==> config.mk <==
export PLATFORM = sky130hd
export DESIGN_NAME = accel_offset_and_filter_config
export DESIGN_NICKNAME = d
export VERILOG_FILES = /design/src/rtl/aofc_pkg.sv /design/src/rtl/aofc_smp_if.sv /design/src/rtl/aofc_offset_add.sv /design/src/rtl/aofc_iir1.sv /design/src/rtl/accel_offset_and_filter_config.sv
export SDC_FILE = /design/constraint.sdc
export NUM_CORES = 2
export LEC_CHECK = 0
export BUFFER_PORTS_ARGS = -buffer_cell sky130_fd_sc_hd__clkbuf_2
export CAP_MARGIN = 20
export CORE_AREA = 3 3 291 321
export DETAILED_ROUTE_END_ITERATION = 7
export DIE_AREA = 0 0 294 324
export PLACE_DENSITY = 0.83
export SLEW_MARGIN = 20
export SYNTH_ARGS = -nofsm -noshare
export SYNTH_HDL_FRONTEND = slang
export SYNTH_SLANG_ARGS = --single-unit
==> constraint.sdc <==
create_clock -name aclk -period 19.5 [get_ports aclk]
set_input_delay 4.875 -clock aclk [delete_from_list [all_inputs] [get_ports aclk]]
set_output_delay 4.875 -clock aclk [all_outputs]
set_load 0.03 [all_outputs]
==> src/rtl/aofc_pkg.sv <==
`default_nettype none
package aofc_pkg;
  // ************************************************************
  // widths
  // ************************************************************
  localparam int AXI_AW = 12;
  localparam int AXI_DW = 32;
  localparam int SAMPLE_W = 16;
  localparam int OFS_W = 8;
  localparam int OFS_FRAC = 3;
  localparam int ACC_FRAC = 16;
  localparam int ACC_W = SAMPLE_W + ACC_FRAC;
  localparam int SHIFT_W = 5;
  localparam int IDX_W = 8;
  localparam int IDX_LSB = 2;
  localparam int N_AXIS = 3;

  // ************************************************************
  // register indices, byte address is four times the index
  // ************************************************************
  localparam logic [IDX_W-1:0] IDX_Z_LP_OFS = 8'h4C;
  localparam logic [IDX_W-1:0] IDX_X_LN_OFS = 8'h4D;
  localparam logic [IDX_W-1:0] IDX_Y_LN_OFS = 8'h4E;
  localparam logic [IDX_W-1:0] IDX_Z_LN_OFS = 8'h4F;
  localparam logic [IDX_W-1:0] IDX_FILT_CFG = 8'h50;
  localparam logic [IDX_W-1:0] IDX_STATUS = 8'h51;
  localparam logic [7:0] REG_RESET = 8'h00;

  // ************************************************************
  // filter configuration fields
  // ************************************************************
  localparam int CFG_DROOP_BIT = 7;
  localparam int CFG_EQ_BIT = 6;
  localparam int CFG_LPF_HI = 5;
  localparam int CFG_LPF_LO = 4;
  localparam int CFG_HPR_BIT = 3;
  localparam int CFG_HPC_HI = 2;
  localparam int CFG_HPC_LO = 0;

  // status fields
  localparam int ST_LOWNOISE = 0;
  localparam int ST_DROOP = 1;
  localparam int ST_EQ = 2;
  localparam int ST_LPF = 3;
  localparam int ST_HPF = 4;

  typedef enum logic [2:0] {
    PM_ULP = 3'h0,
    PM_VLP = 3'h1,
    PM_HS = 3'h2,
    PM_HP = 3'h3,
    PM_LP = 3'h4,
    PM_RBW = 3'h5
  } aofc_pmode_t;

  typedef enum logic [1:0] {
    LPF_OFF = 2'h0,
    LPF_Q4 = 2'h1,
    LPF_Q8 = 2'h2,
    LPF_Q16 = 2'h3
  } aofc_lpf_t;

  localparam logic [2:0] HPC_OFF = 3'h0;
  localparam logic [2:0] HPC_RSVD = 3'h7;
  localparam logic [SHIFT_W-1:0] HPF_K_BASE = 5'h06;
  localparam logic [SHIFT_W-1:0] HPF_K_STEP = 5'h02;
  localparam logic [SHIFT_W-1:0] K_ONE = 5'h01;
  localparam logic [SHIFT_W-1:0] LPF_K_BASE = 5'h00;

  localparam logic [SAMPLE_W-1:0] SAT_MAX = 16'h7FFF;
  localparam logic [SAMPLE_W-1:0] SAT_MIN = 16'h8000;
  localparam logic [1:0] RESP_OKAY = 2'h0;
  localparam logic [1:0] RESP_SLVERR = 2'h2;
endpackage
`default_nettype wire

==> src/rtl/aofc_smp_if.sv <==
`timescale 1ns/10ps
`default_nettype none
interface aofc_smp_if;
  import aofc_pkg::*;
  logic [SAMPLE_W-1:0] data;
  logic valid;
  modport src (output data, output valid);
  modport dst (input data, input valid);
endinterface
`default_nettype wire

==> src/rtl/aofc_offset_add.sv <==
`timescale 1ns/10ps
`default_nettype none
module aofc_offset_add (
  input wire logic [aofc_pkg::SAMPLE_W-1:0] sample_i, // raw sample
  input wire logic [aofc_pkg::OFS_W-1:0] offset_i, // signed offset
  input wire logic valid_i, // sample strobe
  aofc_smp_if.src smp // corrected sample
);
  import aofc_pkg::*;
  localparam int SUM_W = SAMPLE_W + OFS_FRAC + 1;
  logic signed [SUM_W-1:0] sum;
  logic [SAMPLE_W:0] sh;

  // ************************************************************
  // offset in eighths of an lsb, floor then saturate
  // ************************************************************
  always_comb begin
    sum = $signed({sample_i[SAMPLE_W-1], sample_i, {OFS_FRAC{1'b0}}})
      + $signed({{(SUM_W-OFS_W){offset_i[OFS_W-1]}}, offset_i});
    sh = sum[SUM_W-1:OFS_FRAC];
    if (sh[SAMPLE_W] != sh[SAMPLE_W-1]) begin
      smp.data = sh[SAMPLE_W] ? SAT_MIN : SAT_MAX;
    end else begin
      smp.data = sh[SAMPLE_W-1:0];
    end
    smp.valid = valid_i;
  end
endmodule
`default_nettype wire

==> src/rtl/aofc_iir1.sv <==
`timescale 1ns/10ps
`default_nettype none
module aofc_iir1 (
  input wire logic aclk, // clock
  input wire logic aresetn, // sync reset, low
  input wire logic valid_i, // sample strobe
  input wire logic en_i, // filter active
  input wire logic [aofc_pkg::SHIFT_W-1:0] shift_i, // pole as 2^-k
  input wire logic [aofc_pkg::SAMPLE_W-1:0] x_i, // input
  output logic [aofc_pkg::SAMPLE_W-1:0] lp_o, // low-pass result
  output logic [aofc_pkg::SAMPLE_W-1:0] hp_o // high-pass result
);
  import aofc_pkg::*;
  typedef struct packed {
    logic [ACC_W-1:0] acc;
  } aofc_iir_st_t;
  aofc_iir_st_t s, nxt;
  logic signed [ACC_W:0] diff;
  logic signed [ACC_W:0] upd;
  logic [ACC_W-1:0] lp;
  logic [SAMPLE_W:0] hp;

  // ************************************************************
  // one-pole section, coefficient a fixed fraction of the rate
  // ************************************************************
  always_comb begin
    nxt = s;
    diff = $signed({x_i[SAMPLE_W-1], x_i, {ACC_FRAC{1'b0}}})
      - $signed({s.acc[ACC_W-1], s.acc});
    upd = $signed({s.acc[ACC_W-1], s.acc}) + (diff >>> shift_i);
    // while off the state tracks the input so a restart is clean
    lp = en_i ? upd[ACC_W-1:0] : {x_i, {ACC_FRAC{1'b0}}};
    if (valid_i) begin
      nxt.acc = lp;
    end
    lp_o = lp[ACC_W-1:ACC_FRAC];
    hp = {x_i[SAMPLE_W-1], x_i} - {lp_o[SAMPLE_W-1], lp_o};
    if (hp[SAMPLE_W] != hp[SAMPLE_W-1]) begin
      hp_o = hp[SAMPLE_W] ? SAT_MIN : SAT_MAX;
    end else begin
      hp_o = hp[SAMPLE_W-1:0];
    end
  end

  always_ff @(posedge aclk) begin
    if (!aresetn) begin
      s <= '0;
    end else begin
      s <= nxt;
    end
  end
endmodule
`default_nettype wire

==> src/rtl/accel_offset_and_filter_config.sv <==
`timescale 1ns/10ps
`default_nettype none
module accel_offset_and_filter_config (
  input wire logic aclk, // clock
  input wire logic aresetn, // sync reset, low
  input wire logic [aofc_pkg::AXI_AW-1:0] s_axi_awaddr, // write addr
  input wire logic s_axi_awvalid, // write addr valid
  output logic s_axi_awready, // write addr ready
  input wire logic [aofc_pkg::AXI_DW-1:0] s_axi_wdata, // write data
  input wire logic [3:0] s_axi_wstrb, // byte strobes
  input wire logic s_axi_wvalid, // write data valid
  output logic s_axi_wready, // write data ready
  output logic [1:0] s_axi_bresp, // write response
  output logic s_axi_bvalid, // response valid
  input wire logic s_axi_bready, // response ready
  input wire logic [aofc_pkg::AXI_AW-1:0] s_axi_araddr, // read addr
  input wire logic s_axi_arvalid, // read addr valid
  output logic s_axi_arready, // read addr ready
  output logic [aofc_pkg::AXI_DW-1:0] s_axi_rdata, // read data
  output logic [1:0] s_axi_rresp, // read response
  output logic s_axi_rvalid, // read valid
  input wire logic s_axi_rready, // read ready
  input wire aofc_pkg::aofc_pmode_t power_mode_select, // power mode
  input wire logic smp_valid, // input sample strobe
  input wire logic [aofc_pkg::SAMPLE_W-1:0] smp_x, // x sample
  input wire logic [aofc_pkg::SAMPLE_W-1:0] smp_y, // y sample
  input wire logic [aofc_pkg::SAMPLE_W-1:0] smp_z, // z sample
  output logic out_valid, // corrected sample strobe
  output logic [aofc_pkg::SAMPLE_W-1:0] out_x, // x result
  output logic [aofc_pkg::SAMPLE_W-1:0] out_y, // y result
  output logic [aofc_pkg::SAMPLE_W-1:0] out_z, // z result
  output logic droop_comp_en, // droop filter running
  output logic equalizer_en, // equalizer running
  output logic lowpass_en, // low-pass running
  output logic highpass_lowpower_en, // high-pass on low-power path
  output logic highpass_lownoise_en // high-pass on low-noise path
);
  import aofc_pkg::*;

  typedef struct packed {
    logic [7:0] z_lp;
    logic [7:0] x_ln;
    logic [7:0] y_ln;
    logic [7:0] z_ln;
    logic [7:0] cfg;
    logic aw_held;
    logic [AXI_AW-1:0] aw_addr;
    logic w_held;
    logic [7:0] wbyte;
    logic wlane;
    logic awready;
    logic wready;
    logic bvalid;
    logic [1:0] bresp;
    logic arready;
    logic rvalid;
    logic [1:0] rresp;
    logic [7:0] rbyte;
    logic [2:0] pmode;
    logic in_v;
    logic [N_AXIS-1:0][SAMPLE_W-1:0] in_s;
    logic out_v;
    logic [N_AXIS-1:0][SAMPLE_W-1:0] out_s;
    logic droop;
    logic eq;
    logic lpf;
    logic hplp;
    logic hpln;
  } aofc_top_st_t;

  aofc_top_st_t s, nxt;
  logic lownoise, eq_on, lpf_on, hpc_ok, hplp_on, hpln_on, hp_on;
  logic [1:0] lpf_sel;
  logic [2:0] hpc;
  logic [SHIFT_W-1:0] lpf_k, hpf_k;
  logic [7:0] status;
  logic [N_AXIS-1:0][OFS_W-1:0] ofs;
  logic [N_AXIS-1:0][SAMPLE_W-1:0] res;
  logic rd_ok, wr_ok;
  logic [7:0] rd_val;

  // ************************************************************
  // mode and filter decode
  // ************************************************************
  always_comb begin
    lownoise = (s.pmode == PM_HP) || (s.pmode == PM_LP)
      || (s.pmode == PM_RBW);
    eq_on = (s.pmode == PM_HP) && !s.cfg[CFG_EQ_BIT];
    lpf_sel = s.cfg[CFG_LPF_HI:CFG_LPF_LO];
    lpf_on = lownoise && s.cfg[CFG_EQ_BIT]
      && (lpf_sel != LPF_OFF);
    lpf_k = LPF_K_BASE + {3'h0, lpf_sel};
    hpc = s.cfg[CFG_HPC_HI:CFG_HPC_LO];
    hpc_ok = (hpc != HPC_OFF) && (hpc != HPC_RSVD);
    hpf_k = HPF_K_BASE
      + SHIFT_W'(HPF_K_STEP * ({2'h0, hpc} - K_ONE));
    hplp_on = hpc_ok && !s.cfg[CFG_HPR_BIT] && !lownoise;
    hpln_on = hpc_ok && s.cfg[CFG_HPR_BIT] && lownoise;
    hp_on = hplp_on || hpln_on;
    // the low-power path carries only the z correction here
    ofs[0] = lownoise ? s.x_ln : REG_RESET;
    ofs[1] = lownoise ? s.y_ln : REG_RESET;
    ofs[2] = lownoise ? s.z_ln : s.z_lp;
    status = REG_RESET;
    status[ST_LOWNOISE] = lownoise;
    status[ST_DROOP] = !s.cfg[CFG_DROOP_BIT];
    status[ST_EQ] = eq_on;
    status[ST_LPF] = lpf_on;
    status[ST_HPF] = hp_on;
  end

  // ************************************************************
  // per-axis datapath
  // ************************************************************
  for (genvar i = 0; i < N_AXIS; i++) begin : g_axis
    aofc_smp_if ofs_if ();
    logic [SAMPLE_W-1:0] lp1, lp2, post_lp, hp;
    aofc_offset_add u_ofs (
      .sample_i(s.in_s[i]),
      .offset_i(ofs[i]),
      .valid_i(s.in_v),
      .smp(ofs_if)
    );
    aofc_iir1 u_lp1 (
      .aclk(aclk),
      .aresetn(aresetn),
      .valid_i(ofs_if.valid),
      .en_i(lpf_on),
      .shift_i(lpf_k),
      .x_i(ofs_if.data),
      .lp_o(lp1),
      .hp_o()
    );
    aofc_iir1 u_lp2 (
      .aclk(aclk),
      .aresetn(aresetn),
      .valid_i(ofs_if.valid),
      .en_i(lpf_on),
      .shift_i(lpf_k),
      .x_i(lp1),
      .lp_o(lp2),
      .hp_o()
    );
    assign post_lp = lpf_on ? lp2 : ofs_if.data;
    aofc_iir1 u_hp (
      .aclk(aclk),
      .aresetn(aresetn),
      .valid_i(ofs_if.valid),
      .en_i(hp_on),
      .shift_i(hpf_k),
      .x_i(post_lp),
      .lp_o(),
      .hp_o(hp)
    );
    assign res[i] = hp_on ? hp : post_lp;
  end

  // ************************************************************
  // register decode
  // ************************************************************
  always_comb begin
    rd_ok = 1'b1;
    rd_val = REG_RESET;
    if (s_axi_araddr[AXI_AW-1:IDX_W+IDX_LSB] != '0) begin
      rd_ok = 1'b0;
    end else if (s_axi_araddr[IDX_W+IDX_LSB-1:IDX_LSB] == IDX_Z_LP_OFS) begin
      rd_val = s.z_lp;
    end else if (s_axi_araddr[IDX_W+IDX_LSB-1:IDX_LSB] == IDX_X_LN_OFS) begin
      rd_val = s.x_ln;
    end else if (s_axi_araddr[IDX_W+IDX_LSB-1:IDX_LSB] == IDX_Y_LN_OFS) begin
      rd_val = s.y_ln;
    end else if (s_axi_araddr[IDX_W+IDX_LSB-1:IDX_LSB] == IDX_Z_LN_OFS) begin
      rd_val = s.z_ln;
    end else if (s_axi_araddr[IDX_W+IDX_LSB-1:IDX_LSB] == IDX_FILT_CFG) begin
      rd_val = s.cfg;
    end else if (s_axi_araddr[IDX_W+IDX_LSB-1:IDX_LSB] == IDX_STATUS) begin
      rd_val = status;
    end else begin
      rd_ok = 1'b0;
    end
  end

  // ************************************************************
  // next state
  // ************************************************************
  always_comb begin
    nxt = s;
    wr_ok = 1'b0;
    // write address and data are taken independently
    if (s_axi_awvalid && s.awready) begin
      nxt.aw_held = 1'b1;
      nxt.aw_addr = s_axi_awaddr;
    end
    if (s_axi_wvalid && s.wready) begin
      nxt.w_held = 1'b1;
      nxt.wbyte = s_axi_wdata[7:0];
      nxt.wlane = s_axi_wstrb[0];
    end
    if (s.aw_held && s.w_held && !s.bvalid) begin
      nxt.aw_held = 1'b0;
      nxt.w_held = 1'b0;
      nxt.bvalid = 1'b1;
      wr_ok = 1'b1;
      if (s.aw_addr[AXI_AW-1:IDX_W+IDX_LSB] != '0) begin
        wr_ok = 1'b0;
      end else if (s.aw_addr[IDX_W+IDX_LSB-1:IDX_LSB] == IDX_Z_LP_OFS) begin
        if (s.wlane) nxt.z_lp = s.wbyte;
      end else if (s.aw_addr[IDX_W+IDX_LSB-1:IDX_LSB] == IDX_X_LN_OFS) begin
        if (s.wlane) nxt.x_ln = s.wbyte;
      end else if (s.aw_addr[IDX_W+IDX_LSB-1:IDX_LSB] == IDX_Y_LN_OFS) begin
        if (s.wlane) nxt.y_ln = s.wbyte;
      end else if (s.aw_addr[IDX_W+IDX_LSB-1:IDX_LSB] == IDX_Z_LN_OFS) begin
        if (s.wlane) nxt.z_ln = s.wbyte;
      end else if (s.aw_addr[IDX_W+IDX_LSB-1:IDX_LSB] == IDX_FILT_CFG) begin
        if (s.wlane) nxt.cfg = s.wbyte;
      end else begin
        wr_ok = 1'b0;
      end
      nxt.bresp = wr_ok ? RESP_OKAY : RESP_SLVERR;
    end else if (s.bvalid && s_axi_bready) begin
      nxt.bvalid = 1'b0;
    end
    nxt.awready = !nxt.aw_held && !nxt.bvalid;
    nxt.wready = !nxt.w_held && !nxt.bvalid;
    if (s_axi_arvalid && s.arready) begin
      nxt.rvalid = 1'b1;
      nxt.rbyte = rd_val;
      nxt.rresp = rd_ok ? RESP_OKAY : RESP_SLVERR;
    end else if (s.rvalid && s_axi_rready) begin
      nxt.rvalid = 1'b0;
    end
    nxt.arready = !nxt.rvalid;
    // sample pipeline: capture, then correct and filter
    nxt.pmode = power_mode_select;
    nxt.in_v = smp_valid;
    if (smp_valid) begin
      nxt.in_s = {smp_z, smp_y, smp_x};
    end
    nxt.out_v = s.in_v;
    if (s.in_v) begin
      nxt.out_s = res;
    end
    nxt.droop = !s.cfg[CFG_DROOP_BIT];
    nxt.eq = eq_on;
    nxt.lpf = lpf_on;
    nxt.hplp = hplp_on;
    nxt.hpln = hpln_on;
  end

  always_ff @(posedge aclk) begin
    if (!aresetn) begin
      s <= '0;
    end else begin
      s <= nxt;
    end
  end

  assign s_axi_awready = s.awready;
  assign s_axi_wready = s.wready;
  assign s_axi_bvalid = s.bvalid;
  assign s_axi_bresp = s.bresp;
  assign s_axi_arready = s.arready;
  assign s_axi_rvalid = s.rvalid;
  assign s_axi_rresp = s.rresp;
  assign s_axi_rdata = {{(AXI_DW-8){1'b0}}, s.rbyte};
  assign out_valid = s.out_v;
  assign out_x = s.out_s[0];
  assign out_y = s.out_s[1];
  assign out_z = s.out_s[2];
  assign droop_comp_en = s.droop;
  assign equalizer_en = s.eq;
  assign lowpass_en = s.lpf;
  assign highpass_lowpower_en = s.hplp;
  assign highpass_lownoise_en = s.hpln;
endmodule
`default_nettype wire

======== Word-level counts from Yosys, hierarchy flattened ========
Index checks and enable logic that the tools add are counted.
storage, ports and cells
  word-level logic and storage cells ...... 201
  output and inout bits ................... 95
  input bits .............................. 119
  bits in registers ....................... 474
cells by class
  eq/ne operators ......................... 21
  reductions and logical operators ........ 38
  shifts and indexed selects .............. 9
  bitwise logic cells ..................... 5
  multiplexer cells ....................... 61
  add/subtract/negate cells ............... 26
operators by type and width
  operator               number
  $sub A32 B32 Y33       9
  $add A32 B32 Y32       9
  $mux W16               18
  $mux W32               9
  $sshr A33 B2 Y32       6
  $sshr A33 B5 Y32       3
  $eq A8 B7 Y1 const B   11
  $mux W8                9
  $add A19 B8 Y20        3
  $sub A16 B16 Y17       3
  $mux W1                20
  $logic_and A1 B1 Y1    17
  $mux W13               1
  $mux W10               1
  $logic_not A1 Y1       9
  $reduce_and A8 Y1      1
  $reduce_and A7 Y1      1
  $eq A3 B3 Y1 const B   2
  $ne A1 B1 Y1           6
  $reduce_and A6 Y1      1
  $reduce_bool A2 Y1     3
  $add A3 B5 Y5 const A  1
  $mux W5                1
  $not A1 Y1             5
  8 further kinds        11

======== Depth between registers and ports, before layout ========
  word-level depth ........................ 24
  mapped depth ............................ 95
  mapped depth without buffers ............ 89

======== Modules after synthesis ========
From an unflattened synthesis, not the netlist that was laid out.
unflattened totals
  cell total of the unflattened synthesis .. 11,375
  area total of the unflattened synthesis .. 81,380.6 um^2
by module, submodules not included
  module                            area an instance (um^2)  sequential area each (um^2)  times used  cells an instance
  aofc_iir1 at g_axis[1].u_lp2 ...  7,843.8                  640.6                        3           1,134
  aofc_iir1 at g_axis[0].u_lp1 ...  7,706.1                  640.6                        3           1,106
  accel_offset_and_filter_config    8,698.3                  3,643.5                      1           945
  aofc_iir1 at g_axis[1].u_lp1      7,678.6                  640.6                        1           1,091
  aofc_iir1 at g_axis[2].u_lp2      7,516.0                  640.6                        1           1,087
  aofc_iir1 at g_axis[0].u_hp       7,395.8                  640.6                        1           1,079
  aofc_offset_add                   1,147.4                  0.0                          3           151

======== Worst setup path after synthesis ========
Ideal clock, no wire load.
  kind .................................... reg2reg
  from .................................... register s[105] (netlist bit)
  to ...................................... register s, in the netlist out_z[12]
  required time ........................... 19.367 ns
  arrival time ............................ 17.800 ns
  buffers on the path ..................... 4
  slack ................................... 1.567 ns
  setup time .............................. 0.133 ns
  stages on the path, launching flop included .. 82
  period minus slack after synthesis ...... 17.933 ns
  path through ............................ dfxtp_1 nand3b_1 nand2_1 mux2_2 ha_1 o21a_1 o211a_1 a211o_1 o31a_1 a311o_1 xnor2_1 ha_1 nor2_1 o311ai_2 clkbuf_1 buf_1 nand2_1 ha_1 (+46 left out) o21a_1 nor3_1 nand3b_1 nand2_1 ha_1 inv_1 fa_1 a21o_1 a21oi_1 o21bai_1 a2111o_1 a41oi_1 o21ai_0 o32a_1 and2_1 clkbuf_1 a22oi_1 a21oi_1
on the way
  longest elaborated chain between the ends .. 24
  elaborated cells on any way between the ends .. 34
  classes of those cells .................. add/sub: 8; eq/ne: 5; shift: 3; mux: 10; reduce/logical: 8
ends and longest elaborated chain
  element                                       line                                          RTL
  start: declaration                            accel_offset_and_filter_config.sv:71          aofc_top_st_t s, nxt;
  start signal: assignment                      accel_offset_and_filter_config.sv:254         s <= nxt;
  $eq A3 B2 Y1 or $eq A3 B3 Y1 (tied branches)  accel_offset_and_filter_config.sv:86          lownoise = (s.pmode == PM_HP) || (s.pmode == PM_LP)
  $logic_or A1 B1 Y1                            accel_offset_and_filter_config.sv:86
  $logic_or A1 B1 Y1 (*)                        accel_offset_and_filter_config.sv:87          || (s.pmode == PM_RBW);
  $mux W8                                       accel_offset_and_filter_config.sv:103         ofs[2] = lownoise ? s.z_ln : s.z_lp;
  $add A19 B8 Y20                               aofc_offset_add.sv:19                         + $signed({{(SUM_W-OFS_W){offset_i[OFS_W-1]}}, offset_i});
  $mux W16 or $ne A1 B1 Y1 (tied branches)      aofc_offset_add.sv:22, aofc_offset_add.sv:21
  $mux W16                                      aofc_offset_add.sv:21                         if (sh[SAMPLE_W] != sh[SAMPLE_W-1]) begin
  $sub A32 B32 Y33                              aofc_iir1.sv:29                               - $signed({s.acc[ACC_W-1], s.acc});
  (+3 left out)                                 --
  net g_axis[2].lp1[10]                         accel_offset_and_filter_config.sv:117         logic [SAMPLE_W-1:0] lp1, lp2, post_lp, hp;
  (+6 left out)                                 --
  $sshr A33 B5 Y32                              aofc_iir1.sv:30                               upd = $signed({s.acc[ACC_W-1], s.acc}) + (diff >>> shift_i);
  $add A32 B32 Y32                              aofc_iir1.sv:30
  $mux W32 (*)                                  aofc_iir1.sv:32                               lp = en_i ? upd[ACC_W-1:0] : {x_i, {ACC_FRAC{1'b0}}};
  net g_axis[2].u_hp.lp[16]                     aofc_iir1.sv:20                               logic [ACC_W-1:0] lp;
  $sub A16 B16 Y17 (*)                          aofc_iir1.sv:37                               hp = {x_i[SAMPLE_W-1], x_i} - {lp_o[SAMPLE_W-1], lp_o};
  $mux W16 or $ne A1 B1 Y1 (tied branches)      aofc_iir1.sv:39, aofc_iir1.sv:38
  $mux W16 (*)                                  aofc_iir1.sv:38                               if (hp[SAMPLE_W] != hp[SAMPLE_W-1]) begin
  $mux W16 (*)                                  accel_offset_and_filter_config.sv:155         assign res[i] = hp_on ? hp : post_lp;
The timed path passes the listed nets; every way through them passes the cells marked *.
A chain may end at the register's enable or synchronous reset.

======== Worst setup path after layout ========
  from .................................... register s[105] (netlist bit)
  to ...................................... register s, in the netlist out_z[1]
The elaborated chain is that of the path after synthesis.

==> flow_metrics.env <==
export IMPL_result_of_the_run="complete, no violations"
export IMPL_synth_enable_flop_cells=0
export IMPL_drt_total_wl_microns=194600
export IMPL_path_clk_slew_ns=0.06
export IMPL_clock_sinks=470
export IMPL_gr_util_all_layers_pct=38.50
export IMPL_mean_instance_size_in_the_synthesized_netlist_sq_um=7.229
export IMPL_die_w_microns=294
export IMPL_grt_ovfl_total=0
export IMPL_synthesis_instances=8098
export IMPL_drt_drc_violations_left=0
export IMPL_mappedNetlistArea_sq_um=58540
export IMPL_final_cell_count_no_fill=9254
export IMPL_synth_largest_area_cell="sky130_fd_sc_hd__dfxtp_1"
export IMPL_multiInputGateArea_sq_um=46310
export IMPL_p_leak_nw=28.54
export IMPL_fin_area_sq_um=63230
export IMPL_design_final_nets=8687
export IMPL_tritoncts="built"
export IMPL_worstMarginPinSlew_ns=1.176
export IMPL_max_cap_viol_count=0
export IMPL_gp_congestion=1.013
export IMPL_cts_htree_levels=2
export IMPL_postSynth_topFlopCell="sky130_fd_sc_hd__dfxtp_1"
export IMPL_drtPass1Iterations=8
export IMPL_clk_root_buf="sky130_fd_sc_hd__clkbuf_16"
export IMPL_finish_utilization_pct=69.71
export IMPL_timing_final_hold_violations=0
export IMPL_relSlewSlack_pct=21.32
export IMPL_ys_top_cells_by_count="838 x sky130_fd_sc_hd__nor2_1, 807 x sky130_fd_sc_hd__a21oi_1, 689 x sky130_fd_sc_hd__nand2_1, 529 x sky130_fd_sc_hd__ha_1, 477 x sky130_fd_sc_hd__o21ai_0"
export IMPL_yosys_register_bits=470
export IMPL_grt_antenna_before_repair=11
export IMPL_worst_hold_path_type="flip-flop to flip-flop"
export IMPL_clock_insertion_delay_worst_skew_ns=0.70
export IMPL_final_fill_count=7657
export IMPL_hpwlAfterDp_microns=144600
export IMPL_syn2layout_area_growth_pct=8.017
export IMPL_grt_start_max_net_pins=154
export IMPL_max_clock_path_buffers=3
export IMPL_vias_in_the_first_global_route=57220
export IMPL_ff2ff_path_depth=86
export IMPL_post_route_cells_drive_above_1_share_pct=10.16
export IMPL_final_setup_viol_count=0
export IMPL_setup_worst_path_end_class="flip-flop"
export IMPL_ant_nets=0
export IMPL_cell_with_the_most_instances_after_synthesis="sky130_fd_sc_hd__nor2_1"
export IMPL_critical_path_required_ns=20.05
export IMPL_ff_latch_area_sq_um=9424
export IMPL_netlist_cell_type_count=116
export IMPL_first_pass_grt_wire_length_microns=302100
export IMPL_maxSlewViolCount=0
export IMPL_synth_top_cells_by_area="sky130_fd_sc_hd__dfxtp_1 16%, sky130_fd_sc_hd__ha_1 11%, sky130_fd_sc_hd__a21oi_1 6.9%"
export IMPL_worstPathMaxFanout=11
export IMPL_starting_density_of_the_core_pct=64.53
export IMPL_crit_arrival_ns=19.36
export IMPL_port_buffer_count=156
export IMPL_wire_per_inst_microns=21.03
export IMPL_achievable_frequency_ghz=0.05315
export IMPL_die_h_microns=324
export IMPL_final_critical_path_required_period_ns=18.82
export IMPL_route_detailed_vias_per_inst=6.701
export IMPL_dr_total_vias=62020
export IMPL_synth_sequential_area_ratio_pct=16.07
export IMPL_core_region_area_sq_um=90710
export IMPL_yosysTopAreaCellShare_pct=16.07
export IMPL_synth_async_sr_flop_share_pct=0
export IMPL_critical_path_start_type="flip-flop"
export IMPL_dp_cells=9118
export IMPL_die_area_sq_um=95260
export IMPL_detailedPlace_worstSlack_ns=0.02921
export IMPL_post_route_worst_setup_slack_ns=0.6835
export IMPL_hold_path_depth=2
export IMPL_finalClockSkew_ns=0.05030
export IMPL_path_common_cell="sky130_fd_sc_hd__ha_1"
export IMPL_rows=116
export IMPL_vdd_ir_drop_max_v=0.00008505
export IMPL_cts_made_buffers=57
export IMPL_power_per_cell_area_nw_per_um2=85.15
export IMPL_timing_critical_path_slowest_cell_delay_ns=0.51
export IMPL_instance_area_after_placement_sq_um=60160
export IMPL_ioPinCount=214
export IMPL_timing_final_crit_share_pct=96.49
export IMPL_timing_critical_path_slowest_stage_cell="sky130_fd_sc_hd__or4_1"
export IMPL_setup_worst_path_class="flip-flop to flip-flop"
export IMPL_drt_iter0_markers=6288
export IMPL_tns_ns=0
export IMPL_ys_warn_count=0
state kept, by name, summed over array words and instances (netlist names), 2 cells and up:
register        count
out_y              16
g_axis.u_lp1.s     96
s_axi_rdata         8
out_x              16
hpc                 3
lpf_sel             2
g_axis.u_hp.s      96
out_z              16
g_axis.u_lp2.s     96
s                 107
layout by cell type (no fill, tap or decap), types with 54 or more instances in the layout:
master	netlist	routed
sky130_fd_sc_hd__a211oi_1	181	168
sky130_fd_sc_hd__a21o_1	267	266
sky130_fd_sc_hd__a21oi_1	807	778
sky130_fd_sc_hd__a22oi_1	116	115
sky130_fd_sc_hd__a31oi_1	115	106
sky130_fd_sc_hd__and2_1	86	85
sky130_fd_sc_hd__and3_1	65	64
sky130_fd_sc_hd__buf_4	85	223
sky130_fd_sc_hd__clkbuf_16	0	59
sky130_fd_sc_hd__clkbuf_2	1	154
sky130_fd_sc_hd__dfxtp_1	470	466
sky130_fd_sc_hd__ha_1	529	507
sky130_fd_sc_hd__inv_1	367	365
sky130_fd_sc_hd__mux2i_1	337	334
sky130_fd_sc_hd__nand2_1	689	686
sky130_fd_sc_hd__nand2b_1	85	84
sky130_fd_sc_hd__nand3_1	167	166
sky130_fd_sc_hd__nand4_1	71	71
sky130_fd_sc_hd__nor2_1	838	831
sky130_fd_sc_hd__nor2b_1	56	54
sky130_fd_sc_hd__nor3_1	197	192
sky130_fd_sc_hd__o211ai_1	74	74
sky130_fd_sc_hd__o21a_1	91	90
sky130_fd_sc_hd__o21ai_0	477	449
sky130_fd_sc_hd__o21ai_1	43	64
sky130_fd_sc_hd__o21bai_1	62	61
sky130_fd_sc_hd__or3_1	60	60
sky130_fd_sc_hd__xnor2_1	329	325
sky130_fd_sc_hd__xor2_1	169	166
logic make-up (layout without fill, tap and decap cells):
family                     count (synthesis)  after routing  share of synthesized area, %
and+or+nand+nor                         2533           2533                         20.28
adders and majority gates                544            544                         11.82
buffers and inverters                    916            860                         6.472
AOI/OAI and AO/OA                       2726           2726                         30.06
DFF                                      470            470                         16.07
muxes                                    408            408                         7.769
other                                      1             33                      0.006406
xor gates and xnor gates                 500            500                         7.517
through the flow:
step / total power, mW / hold slack (ns)
CTS: 5.200 / 0.4567
finish: 5.384 / 0.4576
global placement: 3.962 / 0.4411
global route: 5.706 / 0.4760
floorplan: 3.272 / 0.4161
detailed placement: 4.011 / 0.4453
repair_timing:
| item | 4_1_cts | 5_1_grt |
|---|---|---|
| hold buffers | 0 | 0 |
| setup endpoints to repair | 10 | 48 |
| pin swaps | 0 | 32 |
| resized for setup | 4 | 194 |
| endpoints found under the hold margin | 0 | 0 |
| cloned | 0 | 1 |
| setup buffers | 0 | 26 |
power by group:
part,total (mW),switching [mW],internal [mW]
Clock,1.18,0.492,0.693
Combinational,3.17,1.90,1.27
Sequential,1.03,0.0369,0.997
routing by layer:
layer	global-route usage [%]	share of wire, %	vias up
met5	0	0.014	-
met4	22.20	6.3	4
met3	5.567	8.2	634
met2	63.50	45	2766
met1	48.11	40	29150
li1	-	-	29460
critical path, delay by kind of cell, from the launching register on:
kind | cells | cell delay, ns
buffers and inverters | 8 | 0.94
DFF | 1 | 0.33
and+or+nand+nor | 23 | 4.11
muxes | 3 | 0.86
AOI/OAI and AO/OA | 37 | 7.85
xor gates and xnor gates | 4 | 0.82
adders and majority gates | 11 | 3.69
layout make-up:
| class | count | area share [%] |
|---|---|---|
| Clock inverter | 23 | 0.5956 |
| Clock buffer | 79 | 2.644 |
| Sequential cell | 470 | 14.90 |
| Tap cell | 1180 | 2.335 |
| Antenna cell | 7 | 0.02770 |
| Multi-Input combinational cell | 6737 | 73.23 |
| Timing Repair Buffer | 384 | 3.999 |
| Inverter | 374 | 2.262 |
final timing paths:
kind | from | end | slack [ns]
worst max-delay path | s[105] | out_z[1] | 0.68
worst min-delay path | s[140] | s[140] | 0.46
worst max register to register | s[105] | out_z[1] | 0.68
worst min register to register | s[140] | s[140] | 0.46
Power figures use the tool's default switching activity.
